==> config.mk <==
export PLATFORM = sky130hd
export DESIGN_NAME = pcm_meter_caps
export DESIGN_NICKNAME = d
export VERILOG_FILES = /design/src/pcm_pkg.sv /design/src/pcm_meter_caps.sv
export SDC_FILE = /design/constraint.sdc
export NUM_CORES = 1
export LEC_CHECK = 0
export BUFFER_PORTS_ARGS = -buffer_cell sky130_fd_sc_hd__buf_2
export CAP_MARGIN = 5
export CORE_MARGIN = 2
export CORE_UTILIZATION = 50
export CTS_BUF_LIST = sky130_fd_sc_hd__clkbuf_8
export CTS_CLUSTER_DIAMETER = 60
export DETAILED_ROUTE_END_ITERATION = 8
export GPL_TIMING_DRIVEN = 0
export HOLD_SLACK_MARGIN = 0.08
export PLACE_DENSITY_LB_ADDON = 0.05
export SKIP_LAST_GASP = 1
export SLEW_MARGIN = 20
export SYNTH_ARGS = -nofsm -noshare
export SYNTH_HDL_FRONTEND = slang
export SYNTH_SLANG_ARGS = --single-unit
==> constraint.sdc <==
create_clock -name ref_clk -period 1.4 [get_ports ref_clk]
set_input_delay 0.14 -clock ref_clk [delete_from_list [all_inputs] [get_ports ref_clk]]
set_output_delay 0.14 -clock ref_clk [all_outputs]
set_load 0.02 [all_outputs]
==> src/pcm_pkg.sv <==
// Constants for the pixel clock meter and peer capability register bank
package pcm_pkg;
  localparam logic [7:0] PCM_ADDR_METER = 8'h1F;
  localparam logic [7:0] PCM_ADDR_CAPS = 8'h20;
  localparam logic [7:0] PCM_METER_RESET = 8'h00;
  localparam logic [7:0] PCM_CAPS_RESET = 8'h00;
  localparam logic [7:0] PCM_COUNT_MAX = 8'hFF;
  localparam logic [7:0] PCM_ZERO = 8'h00;
  // Bit positions in the capabilities register
  localparam int PCM_BIT_LOCK = 7;
  localparam int PCM_BIT_RSVD = 6;
  localparam int PCM_BIT_FREQ = 5;
  localparam int PCM_BIT_EQ = 4;
  localparam int PCM_BIT_DUAL = 3;
  localparam int PCM_BIT_CHAN = 2;
  // Gate timing: one oscillator period expressed in reference clock cycles
  localparam int PCM_OSC_PERIOD_NS = 40;
  localparam int PCM_CLK_PERIOD_NS = 8;
  localparam int PCM_OSC_CYC_I = (PCM_OSC_PERIOD_NS + PCM_CLK_PERIOD_NS - 1) / PCM_CLK_PERIOD_NS;
  localparam logic [2:0] PCM_OSC_CYC = 3'(PCM_OSC_CYC_I);
  localparam logic [2:0] PCM_PRESC_RESET = 3'h0;
  localparam logic [2:0] PCM_PRESC_LAST = 3'(PCM_OSC_CYC_I - 1);
endpackage
==> src/pcm_meter_caps.sv <==
// Pixel clock meter and peer capability register bank
`timescale 1ns/1ps
`default_nettype none

// Functional notes
// - Any nonzero write to the meter register starts a gated pixel edge count.
// - Gate lasts the written byte times one oscillator period (40 ns).
// - Reading the meter register returns edges counted in the last gate.
// - Edge count saturates and holds at 0xFF, never wrapping.
// - While capability lock is set, no auto-load of peer fields happens.
// - With lock set, capability fields keep the values software wrote.
// - Bit 5 set makes the serializer send the frequency training pattern.
// - Bit 4 set makes the serializer send the equalization training pattern.
// - Bit 3 tells whether the far-end receiver supports two lanes.
// - Bit 2 gives channel role: zero primary channel 0, one secondary 1.
// - On receive lock with lock bit clear, peer values load bits 5 to 2.
module pcm_meter_caps (
  input wire logic ref_clk,
  input wire logic srst,
  input wire logic [7:0] reg_addr,
  input wire logic [7:0] reg_wdata,
  input wire logic reg_wr,
  input wire logic reg_rd,
  output logic [7:0] reg_rdata,
  input wire logic pixel_clk_in,
  input wire logic rx_lock_in,
  input wire logic [3:0] peer_caps,
  output logic request_freq_training,
  output logic request_equalizer_training,
  output logic peer_two_lane_capable,
  output logic peer_channel_secondary,
  output logic meter_busy
);
  import pcm_pkg::*;

  typedef struct packed {
    logic pix_s1;
    logic pix_s2;
    logic pix_s3;
    logic pix_lvl;
    logic lock_s1;
    logic lock_s2;
    logic lock_s3;
    logic lock_lvl;
    logic gate;
    logic [2:0] presc;
    logic [7:0] ticks;
    logic [7:0] count;
    logic [7:0] caps;
    logic [7:0] rdata;
  } pcm_state_t;

  pcm_state_t st_q, st_d;
  logic wr_meter, wr_caps, rd_meter, rd_caps, pix_rise, lock_rise;

  assign wr_meter = reg_wr && (reg_addr == PCM_ADDR_METER);
  assign wr_caps = reg_wr && (reg_addr == PCM_ADDR_CAPS);
  assign rd_meter = reg_rd && (reg_addr == PCM_ADDR_METER);
  assign rd_caps = reg_rd && (reg_addr == PCM_ADDR_CAPS);

  // -----------------------------------------------------------
  // Next state
  // -----------------------------------------------------------
  always_comb begin
    st_d = st_q;
    pix_rise = 1'b0;
    lock_rise = 1'b0;
    // Pixel clock and lock are foreign: a change counts once stages two and three agree
    st_d.pix_s1 = pixel_clk_in;
    st_d.pix_s2 = st_q.pix_s1;
    st_d.pix_s3 = st_q.pix_s2;
    if (st_q.pix_s2 == st_q.pix_s3) begin
      st_d.pix_lvl = st_q.pix_s3;
      pix_rise = st_q.pix_s3 && !st_q.pix_lvl;
    end
    st_d.lock_s1 = rx_lock_in;
    st_d.lock_s2 = st_q.lock_s1;
    st_d.lock_s3 = st_q.lock_s2;
    if (st_q.lock_s2 == st_q.lock_s3) begin
      st_d.lock_lvl = st_q.lock_s3;
      lock_rise = st_q.lock_s3 && !st_q.lock_lvl;
    end

    // Limitation: pixel clock must stay well below a quarter of ref_clk to be counted
    if (wr_meter) begin
      st_d.gate = (reg_wdata != PCM_ZERO);
      st_d.ticks = reg_wdata;
      st_d.presc = PCM_PRESC_RESET;
      st_d.count = PCM_METER_RESET;
    end else if (st_q.gate) begin
      if (pix_rise && (st_q.count != PCM_COUNT_MAX)) begin
        st_d.count = st_q.count + 8'h01;
      end
      if (st_q.presc == PCM_PRESC_LAST) begin
        st_d.presc = PCM_PRESC_RESET;
        st_d.ticks = st_q.ticks - 8'h01;
        if (st_q.ticks == 8'h01) begin
          st_d.gate = 1'b0;
        end
      end else begin
        st_d.presc = st_q.presc + 3'h1;
      end
    end

    // Software write wins over an auto-load in the same cycle
    if (wr_caps) begin
      st_d.caps = reg_wdata;
      st_d.caps[PCM_BIT_RSVD] = 1'b0;
    end else if (lock_rise && !st_q.caps[PCM_BIT_LOCK]) begin
      st_d.caps[PCM_BIT_CHAN +: 4] = peer_caps;
    end

    if (rd_meter) begin
      st_d.rdata = st_q.count;
    end else if (rd_caps) begin
      st_d.rdata = st_q.caps;
    end else if (reg_rd) begin
      st_d.rdata = PCM_ZERO;
    end
  end

  // -----------------------------------------------------------
  // State register
  // -----------------------------------------------------------
  always_ff @(posedge ref_clk) begin
    if (srst) begin
      st_q <= '0;
      st_q.count <= PCM_METER_RESET;
      st_q.caps <= PCM_CAPS_RESET;
      st_q.presc <= PCM_PRESC_RESET;
    end else begin
      st_q <= st_d;
    end
  end

  assign reg_rdata = st_q.rdata;
  assign request_freq_training = st_q.caps[PCM_BIT_FREQ];
  assign request_equalizer_training = st_q.caps[PCM_BIT_EQ];
  assign peer_two_lane_capable = st_q.caps[PCM_BIT_DUAL];
  assign peer_channel_secondary = st_q.caps[PCM_BIT_CHAN];
  assign meter_busy = st_q.gate;

  logic [15:0] chk_cnt_q;
  logic [7:0] chk_len_q;
  always_ff @(posedge ref_clk) begin
    if (srst) begin
      chk_cnt_q <= 16'h0000;
      chk_len_q <= 8'h00;
    end else if (wr_meter) begin
      chk_cnt_q <= 16'h0000;
      chk_len_q <= reg_wdata;
    end else if (st_q.gate) begin
      chk_cnt_q <= chk_cnt_q + 16'h0001;
    end
  end
endmodule

`default_nettype wire

==> metrics.txt <==
run status=complete, but fails checks; failing checks=setup timing; CP Max Fanout=4; setup violators final=5; RePlAce Congestion=0.8082; Psw=0.4672 mW; Synth async-reset ratio=0%; Cells on Worst Hold Path=3; worst hold margin=0.1408 ns; most common cell in the synthesized netlist=dfxtp_1; Pre-Repair DR Iteration Count=4; Tmin final=1.505 ns; area of the die=4545 sq um; Worst Tran Pin Value=0.5682 ns; H-tree levels=2; max_cap viols=0; Worst-Skew Late Latency=0.29 ns; total track usage=21.20%; cell taking the most area after synthesis=dfxtp_1; setup ws final=-0.1049 ns; clock power share=40.8%; RSZ-0062 raised after global routing=true; fillcell total=325; Tot Pwr=2.257 mW; sw frac=20.70%; cts bufs inserted=5; most frequent cells after synthesis=dfxtp_1, nor2_1, inv_1, mux2i_1, a211oi_1; Iter 0 DRT Violations=117; fin crit share=107.5%; top cell type's share of synthesized area=42.81%; vias in the first global route=1573; residual DRC count=0; DR vias=1807; hold path endpoint=st_q[15]; Worst EP required=1.56 ns; worst reg2reg endpoint=st_q[31]; Die X=67.42 microns; Avg Synthesized Cell Area=9.266 sq um; Post-Synthesis Cells=217; Cell Rows=23; worst reg2reg path depth=4; crit path kind=reg -> reg; Slew Limit Fails=0; Die Height=67.42 microns; pwr/cell area=841.3 nW/um^2; Max-Slew Margin vs Limit=62.12%; I/O Buffers=38; CTS Sinks=43; Layout area overhead=33.42%; Util after Layout=68.04%; sequential share of the synthesized area=42.81%; initial antenna violation count=0; Sequential Power Share=54.6%; DR WL/cell=14.57 microns; EDFF count, synth=0; CTS Buffer Depth=2; Clock transition at path regs=0.08 ns; Synth Cell Area=2011 sq um; Final #Nets=313; synth top area cells=dfxtp_1, mux2i_1, nor2_1, a211oi_1, a222oi_1; CP endpoint kind=register; Hold Fails Final Rpt=0; post-detail-place hpwl=3214 microns; Routed WL=4837 microns; clk root buf=clkbuf_8; antenna fix cells=0; Routed Antenna Nets=0; Initial Util=51.00%; r2r setup slk=-0.10 ns; f_max=0.6645 GHz; worst r2r src=st_q[28]; number of synthesized register bits=43; IR Drop Worst-Case VDD=0.6504 mV; Synth warnings=0; HP Start=reg_wdata[7]; Worst Clk Skew=0.003022 ns; combinational fraction of design power=4.7%; critical path arrival=1.66 ns; fraction of layout cells with a size suffix above 1=41.84%; leak pwr=1.150 nW; first-pass GRT wire length=7127 microns; worst hold-check path type=in -> reg; largest net degree at the start of global routing=13; Place WS=-0.2252 ns; ys flop type=dfxtp_1; IO Pins=39; drt via density=5.443; final setup TNS=-0.2491 ns; syn nets=248; Pint=1.790 mW; Synth cell types=39; crit start category=register; core area=3943 sq um; CTS tree=done; gr ovfl total=0
[worst max-delay path, cell delays in order, from the launching register on]
cell	delay, ns
dfxtp_4	0.36
or4_4	0.54
nor3_4	0.25
xnor2_2	0.15
a211oi_2	0.08
[repair_timing]
item,in CTS,in global routing
resized for setup,17,27
hold buffers,2,0
hold endpoints to repair,2,0
setup buffers,8,10
pin swaps,6,12
setup endpoints to repair,10,19
[power groups by stage]
stage | clock network, mW | logic (mW) | registers [mW]
floorplan | 0 | 0.0367 | 1.26
global placement | 0 | 0.0983 | 1.26
detailed placement | 0 | 0.0983 | 1.26
CTS | 0.936 | 0.104 | 1.24
global route | 1.01 | 0.114 | 1.23
finish | 0.920 | 0.106 | 1.23
[layout by cell type (no fill, tap or decap), types with 5 or more instances in the layout]
master    netlist  routed
a21oi_1         5       5
mux2i_1        12      12
buf_4           8      27
nor2_1         30      28
a211oi_1       10       9
clkbuf_8        0       5
a222oi_1        7       7
dfxtp_1        43      30
dfxtp_2         0      11
nor2b_1         7       7
buf_2           3      41
inv_1          12      11
nand2_1         8       7
[worst max path at each step]
stage	startpoint	to	slack (ns)	depth (start not counted)
5_1_grt	st_q[28]	st_q[31]	-0.14	4
4_1_cts	st_q[32]	meter_busy	-0.08	6
3_3_place_gp	reg_addr[5]	meter_busy	-0.16	5
2_1_floorplan	st_q[33]	meter_busy	-0.008	6
3_5_place_dp	reg_addr[5]	meter_busy	-0.23	5
6_report	st_q[28]	st_q[31]	-0.10	4
[sequential cells by signal (all words and copies together) (netlist names)]
| signal | count |
|---|---|
| st_q | 26 |
| meter_busy | 1 |
| request_freq_training | 1 |
| st_d | 4 |
| reg_rdata | 8 |
| request_equalizer_training | 1 |
| peer_two_lane_capable | 1 |
| peer_channel_secondary | 1 |
[area by class of cell]
type                    count  area (sq um)  area share, %
plain buffers              18         105.1          3.918
clock buffers               5         68.82          2.565
clock inverters             2         33.78          1.259
inverters                  12         45.04          1.679
multi-input cells         144          1140          42.49
flip-flops and latches     43         882.1          32.88
well taps                  50         62.56          2.332
repair buffers             58         345.3          12.87
[cells by family (layout without fill, tap and decap cells)]
family          Yosys count  after routing  share of synthesized area, %
mux                      13             13                         6.534
simple gates             82             82                         22.90
compound gates           34             34                         13.01
fa+ha+maj                 5              5                         3.111
buf+inv                  30             95                         7.281
xor+xnor                 10             10                         4.356
flops                    43             43                         42.81
[metal layers]
metal  global-route usage (%)  share of wire (%)
met5                        0                  0
met4                    5.102                  0
met3                    6.167                5.8
met2                    34.41                 49
met1                    27.76                 45
[through the flow]
step                instance area [sq um]  instances
finish                               2683        332
global route                         2683        332
floorplan                            2026        217
detailed placement                   2278        305
CTS                                  2510        322
global placement                     2278        305
No activity file was read; power rests on OpenSTA's default activity.
